File: src/common/scru_params.svh
// strap positions, register map, reset values and timing counts
`ifndef SCRU_PARAMS_SVH
`define SCRU_PARAMS_SVH
// ==========================================
// timing
`define SCRU_CLK_MHZ 250
`define SCRU_EXT_CLK_MHZ 25
`define SCRU_EXT_CLK_HALF ((`SCRU_CLK_MHZ / `SCRU_EXT_CLK_MHZ) / 2)
`define SCRU_STRETCH_US 10000
`define SCRU_STRETCH_CYC (`SCRU_STRETCH_US * `SCRU_CLK_MHZ)
// ==========================================
// strap pin positions on the gpio bus
`define SCRU_GP_IFSEL0 0
`define SCRU_GP_IFSEL1 1
`define SCRU_GP_ANEG 2
`define SCRU_GP_ISO 3
`define SCRU_GP_SPD0 4
`define SCRU_GP_MDA3 5
`define SCRU_GP_MEMCFG 6
`define SCRU_GP_MDA4 7
`define SCRU_GP_ROLE 8
`define SCRU_GP_BOOT 10
`define SCRU_GP_SPD1 11
`define SCRU_GP_W 12
// ==========================================
// strap reset values and pulls
`define SCRU_PULL_UP 12'h577
`define SCRU_PULL_DN 12'h888
`define SCRU_STRAP_RST 12'h577
`define SCRU_DUPLEX_RST 1'b1
`define SCRU_MGMT_ADDR_RST 5'h08
// ==========================================
// register map
`define SCRU_CTRL_OFS 8'h00
`define SCRU_STAT_OFS 8'h04
`define SCRU_STRAP_OFS 8'h08
`define SCRU_CTRL_RST 2'h1
`define SCRU_CTRL_CLKEN 0
`define SCRU_CTRL_PHYRST 1
`endif

File: src/common/scru_pkg.sv
// types shared by the strap and reset unit
package scru_pkg;
  typedef enum logic [2:0] {
    SEQ_HOLD = 3'b001,
    SEQ_STRETCH = 3'b010,
    SEQ_RUN = 3'b100
  } scru_seq_type;
endpackage : scru_pkg

File: src/rtl/scru_clk_div.sv
// divider making the square wave for the external phy clock
`include "scru_params.svh"
module scru_clk_div
  import scru_pkg::*;
#(
  parameter int unsigned HALF = `SCRU_EXT_CLK_HALF
) (
  input wire logic mclk_i,
  input wire logic rst_b_i,
  input wire logic run_i,
  output logic clk_o
);
  localparam int unsigned CW = (HALF > 1) ? $clog2(HALF) : 1;

  if (HALF < 1) begin : g_chk
    $error("scru_clk_div: HALF must be at least 1");
  end

  logic [CW-1:0] cnt_reg;
  logic [CW-1:0] cnt_next;
  logic clk_reg;
  logic clk_next;
  wire tick = (cnt_reg == CW'(HALF - 1));

  // stopped clock parks low on the next cycle, so a high phase in progress is cut short
  assign cnt_next = (!run_i || tick) ? '0 : cnt_reg + 1'b1;
  assign clk_next = run_i ? (clk_reg ^ tick) : 1'b0;

  always_ff @(posedge mclk_i) begin
    if (!rst_b_i) begin
      cnt_reg <= '0;
      clk_reg <= 1'b0;
    end else begin
      cnt_reg <= cnt_next;
      clk_reg <= clk_next;
    end
  end

  assign clk_o = clk_reg;
endmodule : scru_clk_div

File: src/rtl/scru_top.sv
// strap capture, phy reset stretch and phy clock output with apb registers
// ==========================================
//
// Implementation choices: register access over APB and the register offsets.
`include "scru_params.svh"
module scru_top
  import scru_pkg::*;
#(
  parameter int unsigned STRETCH_CYCLES = `SCRU_STRETCH_CYC,
  parameter int unsigned CLK_HALF = `SCRU_EXT_CLK_HALF
) (
  input wire logic mclk_i,
  input wire logic rst_b_i,
  input wire logic psel_i,
  input wire logic penable_i,
  input wire logic pwrite_i,
  input wire logic [7:0] paddr_i,
  input wire logic [31:0] pwdata_i,
  input wire logic [3:0] pstrb_i,
  output logic [31:0] prdata_o,
  output logic pready_o,
  output logic pslverr_o,
  input wire logic [11:0] gpio_strap_i,
  output logic [11:0] strap_pull_up_o,
  output logic [11:0] strap_pull_dn_o,
  input wire logic ext_out_a_i,
  output logic ext_out_a_o,
  output logic ext_out_a_oe_o,
  output logic ext_phy_reset_n_o,
  output logic [1:0] host_if_select_o,
  output logic autoneg_en_o,
  output logic isolate_o,
  output logic [1:0] speed_select_o,
  output logic [4:0] mgmt_addr_o,
  output logic duplex_full_o,
  output logic mac_mode_o,
  output logic memcfg_flash_o,
  output logic boot_flash_o,
  output logic boot_supported_o,
  output logic cfg_valid_o
);
  localparam int unsigned SW = $clog2(STRETCH_CYCLES + 1);
  localparam logic [SW-1:0] STRETCH_LAST = SW'(STRETCH_CYCLES - 1);

  if (STRETCH_CYCLES < 1 || CLK_HALF < 1) begin : g_chk
    $error("scru_top: STRETCH_CYCLES and CLK_HALF must be at least 1");
  end

  // ==========================================
  // strap capture
  logic [11:0] strap_reg;
  logic duplex_reg;
  logic cap_done_reg;
  logic boot_ok_reg;
  logic oe_reg;
  logic [11:0] pull_up_reg;
  logic [11:0] pull_dn_reg;
  wire cap_now = !cap_done_reg;

  // levels after the capture edge are ignored; firmware reuses the pins as leds
  always_ff @(posedge mclk_i) begin
    if (!rst_b_i) begin
      strap_reg <= `SCRU_STRAP_RST;
      duplex_reg <= `SCRU_DUPLEX_RST;
      cap_done_reg <= 1'b0;
      boot_ok_reg <= 1'b1;
      oe_reg <= 1'b0;
      pull_up_reg <= `SCRU_PULL_UP;
      pull_dn_reg <= `SCRU_PULL_DN;
    end else if (cap_now) begin
      strap_reg <= gpio_strap_i;
      duplex_reg <= ext_out_a_i;
      cap_done_reg <= 1'b1;
      boot_ok_reg <= gpio_strap_i[`SCRU_GP_BOOT] & gpio_strap_i[`SCRU_GP_MEMCFG];
      oe_reg <= gpio_strap_i[`SCRU_GP_ROLE];
    end
  end

  // ==========================================
  // apb slave, one wait state so read data leave a flop
  logic [1:0] ctrl_reg;
  logic [31:0] prdata_reg;
  logic pready_reg;
  logic pslverr_reg;
  logic [31:0] rd_mux;
  scru_seq_type seq_reg;
  scru_seq_type seq_next;
  logic clk_run_reg;
  logic ext_phy_reset_n_n_reg;

  wire access = psel_i & penable_i;
  wire first_access = access & !pready_reg;
  wire hit_ctrl = (paddr_i == `SCRU_CTRL_OFS);
  wire hit_stat = (paddr_i == `SCRU_STAT_OFS);
  wire hit_strap = (paddr_i == `SCRU_STRAP_OFS);
  wire addr_ok = hit_ctrl | hit_stat | hit_strap;
  wire wr_ctrl = access & pready_reg & pwrite_i & hit_ctrl & pstrb_i[0];
  wire [31:0] stat_word = {24'h00_0000, seq_reg, boot_ok_reg, clk_run_reg, ext_phy_reset_n_n_reg, oe_reg, cap_done_reg};
  wire [31:0] strap_word = {19'h0_0000, duplex_reg, strap_reg};

  assign rd_mux = hit_ctrl ? {30'h0000_0000, ctrl_reg} :
                  hit_stat ? stat_word :
                  hit_strap ? strap_word : 32'h0000_0000;

  always_ff @(posedge mclk_i) begin
    if (!rst_b_i) begin
      pready_reg <= 1'b0;
      pslverr_reg <= 1'b0;
      prdata_reg <= 32'h0000_0000;
      ctrl_reg <= `SCRU_CTRL_RST;
    end else begin
      pready_reg <= first_access;
      if (first_access) begin
        prdata_reg <= pwrite_i ? 32'h0000_0000 : rd_mux;
        pslverr_reg <= !addr_ok;
      end
      if (wr_ctrl) begin
        ctrl_reg <= pwdata_i[1:0];
      end
    end
  end

  // ==========================================
  // phy reset stretch
  logic [SW-1:0] stretch_cnt_reg;
  logic [SW-1:0] stretch_cnt_next;
  wire force_rst = ctrl_reg[`SCRU_CTRL_PHYRST];
  wire stretch_end = (stretch_cnt_reg == STRETCH_LAST);

  always_comb begin
    seq_next = seq_reg;
    unique case (seq_reg)
      SEQ_HOLD: begin
        if (!force_rst) begin
          seq_next = SEQ_STRETCH;
        end
      end
      SEQ_STRETCH: begin
        if (force_rst) begin
          seq_next = SEQ_HOLD;
        end else if (stretch_end) begin
          seq_next = SEQ_RUN;
        end
      end
      SEQ_RUN: begin
        if (force_rst) begin
          seq_next = SEQ_HOLD;
        end
      end
    endcase
  end

  assign stretch_cnt_next = (seq_reg == SEQ_STRETCH && !force_rst) ? stretch_cnt_reg + 1'b1 : '0;

  always_ff @(posedge mclk_i) begin
    if (!rst_b_i) begin
      seq_reg <= SEQ_HOLD;
      stretch_cnt_reg <= '0;
      ext_phy_reset_n_n_reg <= 1'b0;
    end else begin
      seq_reg <= seq_next;
      stretch_cnt_reg <= stretch_cnt_next;
      ext_phy_reset_n_n_reg <= (seq_next == SEQ_RUN);
    end
  end

  // ==========================================
  // external phy clock, mac mode only
  logic ext_clk;
  wire clk_run_next = cap_done_reg & oe_reg & ctrl_reg[`SCRU_CTRL_CLKEN];

  always_ff @(posedge mclk_i) begin
    if (!rst_b_i) begin
      clk_run_reg <= 1'b0;
    end else begin
      clk_run_reg <= clk_run_next;
    end
  end

  scru_clk_div #(
    .HALF(CLK_HALF)
  ) u_clk_div (
    .mclk_i(mclk_i),
    .rst_b_i(rst_b_i),
    .run_i(clk_run_reg),
    .clk_o(ext_clk)
  );

  // ==========================================
  // outputs
  assign prdata_o = prdata_reg;
  assign pready_o = pready_reg;
  assign pslverr_o = pslverr_reg;
  assign strap_pull_up_o = pull_up_reg;
  assign strap_pull_dn_o = pull_dn_reg;
  assign ext_out_a_o = ext_clk;
  assign ext_out_a_oe_o = oe_reg;
  assign ext_phy_reset_n_o = ext_phy_reset_n_n_reg;
  assign host_if_select_o = {strap_reg[`SCRU_GP_IFSEL1], strap_reg[`SCRU_GP_IFSEL0]};
  assign autoneg_en_o = strap_reg[`SCRU_GP_ANEG];
  assign isolate_o = strap_reg[`SCRU_GP_ISO];
  assign speed_select_o = {strap_reg[`SCRU_GP_SPD1], strap_reg[`SCRU_GP_SPD0]};
  assign mgmt_addr_o = {strap_reg[`SCRU_GP_MDA4], strap_reg[`SCRU_GP_MDA3], 3'h0};
  assign duplex_full_o = duplex_reg;
  assign mac_mode_o = strap_reg[`SCRU_GP_ROLE];
  assign memcfg_flash_o = strap_reg[`SCRU_GP_MEMCFG];
  assign boot_flash_o = strap_reg[`SCRU_GP_BOOT];
  assign boot_supported_o = boot_ok_reg;
  assign cfg_valid_o = cap_done_reg;

  // ==========================================
  // checks
  core_reset_a: assert property (
    @(posedge mclk_i) !rst_b_i |=> !ext_phy_reset_n_o && !cfg_valid_o && !ext_out_a_oe_o && !ext_out_a_o)
    else $error("logic not held in reset");

  phy_stretch_a: assert property (
    @(posedge mclk_i) disable iff (!rst_b_i)
    $rose(ext_phy_reset_n_o) |-> $past(stretch_cnt_reg) == STRETCH_LAST && $past(seq_reg) == SEQ_STRETCH)
    else $error("phy reset released before stretch ended");

  phy_hold_a: assert property (
    @(posedge mclk_i) disable iff (!rst_b_i)
    $rose(rst_b_i) |-> !ext_phy_reset_n_o ##1 !ext_phy_reset_n_o)
    else $error("phy reset not stretched past reset release");

  clk_rate_a: assert property (
    @(posedge mclk_i) disable iff (!rst_b_i)
    ($changed(ext_out_a_o) && clk_run_reg) ##1 clk_run_reg [*4] ##1 1'b1 |-> $changed(ext_out_a_o))
    else $error("phy clock half period wrong");

  clk_role_a: assert property (
    @(posedge mclk_i) disable iff (!rst_b_i)
    !mac_mode_o |-> !ext_out_a_oe_o && !ext_out_a_o && $stable(ext_out_a_o))
    else $error("phy clock active in phy mode");

  strap_capture_a: assert property (
    @(posedge mclk_i) disable iff (!rst_b_i)
    $rose(rst_b_i) |=> cfg_valid_o && strap_reg == $past(gpio_strap_i) && duplex_full_o == $past(ext_out_a_i))
    else $error("straps not latched at reset release");

  strap_frozen_a: assert property (
    @(posedge mclk_i) disable iff (!rst_b_i)
    cfg_valid_o ##1 cfg_valid_o |-> $stable(strap_reg) && $stable(duplex_full_o) && $stable(boot_supported_o))
    else $error("latched straps changed after capture");

  if_defaults_a: assert property (
    @(posedge mclk_i) !rst_b_i |=> host_if_select_o == 2'h3 && autoneg_en_o && !isolate_o &&
      strap_pull_up_o[`SCRU_GP_ANEG] && strap_pull_dn_o[`SCRU_GP_ISO])
    else $error("interface strap defaults wrong");

  boot_defaults_a: assert property (
    @(posedge mclk_i) !rst_b_i |=> mgmt_addr_o == `SCRU_MGMT_ADDR_RST && memcfg_flash_o && boot_flash_o &&
      duplex_full_o && strap_pull_up_o[`SCRU_GP_BOOT] && strap_pull_up_o[`SCRU_GP_MEMCFG])
    else $error("boot or address strap defaults wrong");

  boot_code_a: assert property (
    @(posedge mclk_i) disable iff (!rst_b_i)
    $rose(cfg_valid_o) |-> boot_supported_o ==
      ($past(gpio_strap_i[`SCRU_GP_BOOT]) && $past(gpio_strap_i[`SCRU_GP_MEMCFG])))
    else $error("boot support decode wrong");
endmodule : scru_top

File: config.mk
export PLATFORM = sky130hd
export DESIGN_NAME = scru_top
export DESIGN_NICKNAME = d
export VERILOG_FILES = /design/src/common/scru_pkg.sv /design/src/rtl/scru_clk_div.sv /design/src/rtl/scru_top.sv
export VERILOG_INCLUDE_DIRS = /design/src /design/src/common
export SDC_FILE = /design/constraint.sdc
export NUM_CORES = 1
export LEC_CHECK = 0
export BUFFER_PORTS_ARGS = -buffer_cell sky130_fd_sc_hd__clkbuf_2
export CORE_UTILIZATION = 47
export CTS_CLUSTER_DIAMETER = 30
export DETAILED_ROUTE_END_ITERATION = 8
export PLACE_DENSITY = 0.83
export SLEW_MARGIN = 10
export SYNTH_ARGS = -nofsm -noshare
export SYNTH_HDL_FRONTEND = slang
export SYNTH_HIERARCHICAL = 1
export SYNTH_SLANG_ARGS = --single-unit
File: constraint.sdc
create_clock -name mclk_i -period 2.2 [get_ports mclk_i]
set_input_delay 0.22 -clock mclk_i [delete_from_list [all_inputs] [get_ports mclk_i]]
set_output_delay 0.22 -clock mclk_i [all_outputs]
set_load 0.05 [all_outputs]
-- Word level (Yosys, flattened, before mapping)
Cells that the tools add are included.
- register bits: 83
- word-level logic and storage cells: 58
- add/sub/neg operators: 2
- equality and inequality tests: 8
- mux-type cells: 10
- bitwise operators: 13
- reduce and logical (&&, ||, !) cells: 10
- operator list (kind ; count):
    $mux 13 ; 4
    $add 22x1->22 const B ; 1
    $eq 22x22->1 const B ; 1
    $mux 3 ; 4
    $and 1x1->1 ; 9
    $eq 3x3->1 const B ; 3
    $pmux 3 s3 ; 1
    $eq 8x3->1 const B ; 1
    $eq 8x4->1 const B ; 1
    $logic_not 8->1 ; 1
    $logic_not 1->1 ; 4
    $reduce_and 2->1 ; 2
    $add 3x1->3 const B ; 1
    $eq 3x1->1 const B ; 1
    $eq 3x2->1 const B ; 1
    $or 1x1->1 ; 2
    $reduce_or 2->1 ; 1
    $logic_and 1x1->1 ; 1
    $logic_or 1x1->1 ; 1
    $mux 1 ; 1
    $not 1->1 ; 1
    $xor 1x1->1 ; 1

-- Logic depth before layout (Yosys ltp)
- depth in word-level cells: 5
- mapped depth: 6
- gate-level depth less buffers: 5

-- Cells and area by module
Netlist, hierarchy kept.
- by module, submodules not included (module ; instances ; cells an instance ; area each (µm²) ; seq. area each (µm²)):
    scru_top ; 1 ; 329 ; 2870.3 ; 1201.2
    scru_clk_div ; 1 ; 18 ; 180.2 ; 80.1

-- Least setup slack after synthesis
Ideal clock, no wire load.
- path type: register -> register
- start: register stretch_cnt_reg[0]
- end: register stretch_cnt_reg[18]
- setup time: 0.072 ns
- data arrival time: 1.766 ns
- required time: 2.128 ns
- path slack: 0.362 ns
- cell stages (with the launch flop): 6
- buffers on the path: 0
- cells stage by stage: dfxtp_1 > ha_1 > nand3_1 > or4_1 > or3_1 > a21oi_1
- longest elaborated chain between the ends: 1
- ends and longest elaborated chain (item ; RTL line ; text):
    start: declaration ; scru_top.sv:125 ; logic [SW-1:0] stretch_cnt_reg;
    start signal: assignment ; scru_top.sv:162 ; stretch_cnt_reg <= stretch_cnt_next;
    $add 22x1->22 ; scru_top.sv:153 ; assign stretch_cnt_next = (seq_reg == SEQ_STRETCH && !force_rst) ? stretch_cnt_reg + 1'b1 : '0;
No other way between the ends.
A chain may end at the register's enable or synchronous reset.

-- Final worst setup path
- start: register stretch_cnt_reg[0]
- end: register stretch_cnt_reg[20]
Same word-level chain as after synthesis.

==> flow_summary.ini <==
[timing]
fin_crit_ps = 2010
skew_ps = 6.50
tightest_slew_ps = 631
min_period_over_period = 0.914
grt_setup_unrepaired = false
hold_viol = 0
slew_headroom = 0.578
setup_violations = 0
setup_tns_ps = 0
timing.fmax_mhz = 497
finalMaxSlewViolations = 0

[detailed_routing]
ant_nets = 0
via_per_inst = 5.14
first_pass_iters = 4
routed-via-count = 2491
drt_iter0_markers = 116
totalWireLength_mm = 6.29
wl_per_cell_um = 13.0
drc = 0

[clocking]
post_cts_resized = 0
ctsHoldBuffers = 0
cts.path.max_buffers = 2
cts_tree = yes
cts.sinks = 64
clk_transition_reported_paths_ps = 60
cts_buffers = 9
root_buffer = clkbuf_8
postCtsSetupBuffers = 0
cts_max_level = 3
clk-insertion-delay-late_ps = 340

[logic_synthesis]
ys_ff_latch = 64
ys_types = 45
synthAdderAreaFrac = 0.0123
postSynthCellCount = 347
yosys.area_share.simple = 0.205
yosysTopAreaCellShare = 0.420
synth_area_leaders = dfxtp_1 42%, buf_4 13%, mux2i_1 4.6%
synthMuxAreaShare = 0.0459
synth_top_family_by_area = simple AND/OR/NAND/NOR gates
synthFlopType = dfxtp_1
synth_edf_count = 0
async_flop_share = 0
yosysSeqAreaShare = 0.420
syn-cell-area_sq_um = 3050
synth-compound-area-share = 0.123
yosysWarnings = 6
yosysTopAreaCell = dfxtp_1
synth.avg_cell_area_sq_um = 8.79
synth_xor_area_frac = 0.0345

[min_path]
min_path_type = primary input to register

[global_routing]
antenna_found_initial = 0
grt_usage = 0.198
grt_max_degree = 21
grt_pass1_vias = 2282
grt_pass1_wl_mm = 10.1
overflow = 0

[power]
p_sw_frac = 0.307
power.density_nw_per_um2 = 724
clockPowerShare = 0.355
power_frac_comb = 0.155
p_int_mw = 1.71
p_seq_frac = 0.490
p_sw_mw = 0.757
leakage_nw = 1.44
ir_worst_vdd_uv = 480

[floorplan]
start_util = 0.500
rows = 28
core_area_sq_um = 6100
io_pins = 140
dieHeight_um = 82.6
die-area_sq_um = 6820
die_w_um = 82.6

[finish]
nets = 471
diodes = 0
drive_gt1_frac = 0.220
fin_cells = 485
area_delta_synth_final_pct = 11.7
fin_util = 0.559
largest_reg_flops = 22
final_cell_area_sq_um = 3410

[flow_run]
cap_violations = 0

[critical_path]
worstSetupEndpointType = register
crit_arrival_ps = 2270
worstSetupStartpointType = register
required_ps = 2460
path_class = register to register
cp_max_fo = 7

[place]
io_buffers = 60
placed_cell_area_sq_um = 3240
gp_congestion = 0.849
dp.cells = 470
hpwl_mm = 4.60

[status]
status = complete, no violations
## path summary, 6_finish.rpt
| kind | from | to | slack [ps] | cells after the start |
|---|---|---|---|---|
| setup / recovery | stretch_cnt_reg[0] | stretch_cnt_reg[20] | 190 | 5 |
| hold / removal | gpio_strap_i[1] | strap_reg[1] | 100 | 3 |
| setup reg to reg | stretch_cnt_reg[0] | stretch_cnt_reg[20] | 190 | 5 |
| hold reg to reg | pslverr_o | pslverr_o | 460 | 2 |
## cell usage in the layout (no fill, tap or decap), drive strengths merged, types with 2 or more instances in the layout
master and n:
a21oi 14, a22o 6, a22oi 6, a31o 2, a32oi 5, and3 3
and4 2, buf 9, clkbuf 71, clkinv 4, conb 46, dfxtp 64
ha 3, inv 10, mux2i 14, nand2 29, nand2b 6, nand3 11
nand3b 2, nand4 5, nor2 36, nor2b 4, nor3 5, nor4 5
o21ai 10, o221ai 2, o31ai 3, or3 7, or3b 2, or4 3
xnor2 10, xor2 2
## metrics by stage
stage / hold slack (ps) / power [mW] / setup slack (ps)
after floorplan: 248 / 1.61 / 362
after global placement: 437 / 1.61 / 280
after detailed placement: 445 / 1.61 / 207
after CTS: 80.5 / 2.50 / 204
after global routing: 89.7 / 2.58 / 38.2
final: 99.0 / 2.47 / 189
## critical path: stages (launching register included)
cell and delay, ps:
dfxtp_1 380, ha_1 220, nand3_1 130, or4_1 680, or3_1 390, a21oi_1 140
## power groups by stage
stage | sequential, mW | combinational, mW | clock, mW
final | 1.21 | 0.383 | 0.876
after floorplan | 1.27 | 0.346 | 0
after global placement | 1.23 | 0.377 | 0
after detailed placement | 1.23 | 0.381 | 0
after CTS | 1.21 | 0.381 | 0.906
after global routing | 1.21 | 0.406 | 0.962
## cells in the mapped netlist (all sizes together) (7+ instances only)
cell / instances
nand3: 11
inv: 10
nand2: 29
buf: 55
o21ai: 10
a21oi: 14
nor2: 36
or3: 7
clkbuf: 10
mux2i: 14
xnor2: 10
dfxtp: 64
## per-layer routing
| metal | vias to the layer above | track usage | part of all wire |
|---|---|---|---|
| met2 | 72 | 0.339 | 0.49 |
| li1 | 1226 | - | - |
| met3 | 20 | 0.0681 | 0.048 |
| met1 | 1173 | 0.222 | 0.45 |
| met5 | - | 0 | 0 |
| met4 | 0 | 0.0879 | 0.020 |
## cells by family after synthesis
kind of cell | after synthesis
other cells | 2
compound gates | 54
xor+xnor | 12
flops | 64
buf+inv | 75
fa+ha+maj | 3
simple gates | 123
mux | 14
## final cells by class
| type | instances | area, sq um |
|---|---|---|
| repair buffers | 69 | 368 |
| clock buffers | 11 | 151 |
| multi-input cells | 252 | 1460 |
| fillers | 555 | 2690 |
| inverters | 10 | 37.5 |
| clock inverters | 4 | 20.0 |
| well taps | 75 | 93.8 |
| flip-flops and latches | 64 | 1280 |
Power figures use the tool's default switching activity.
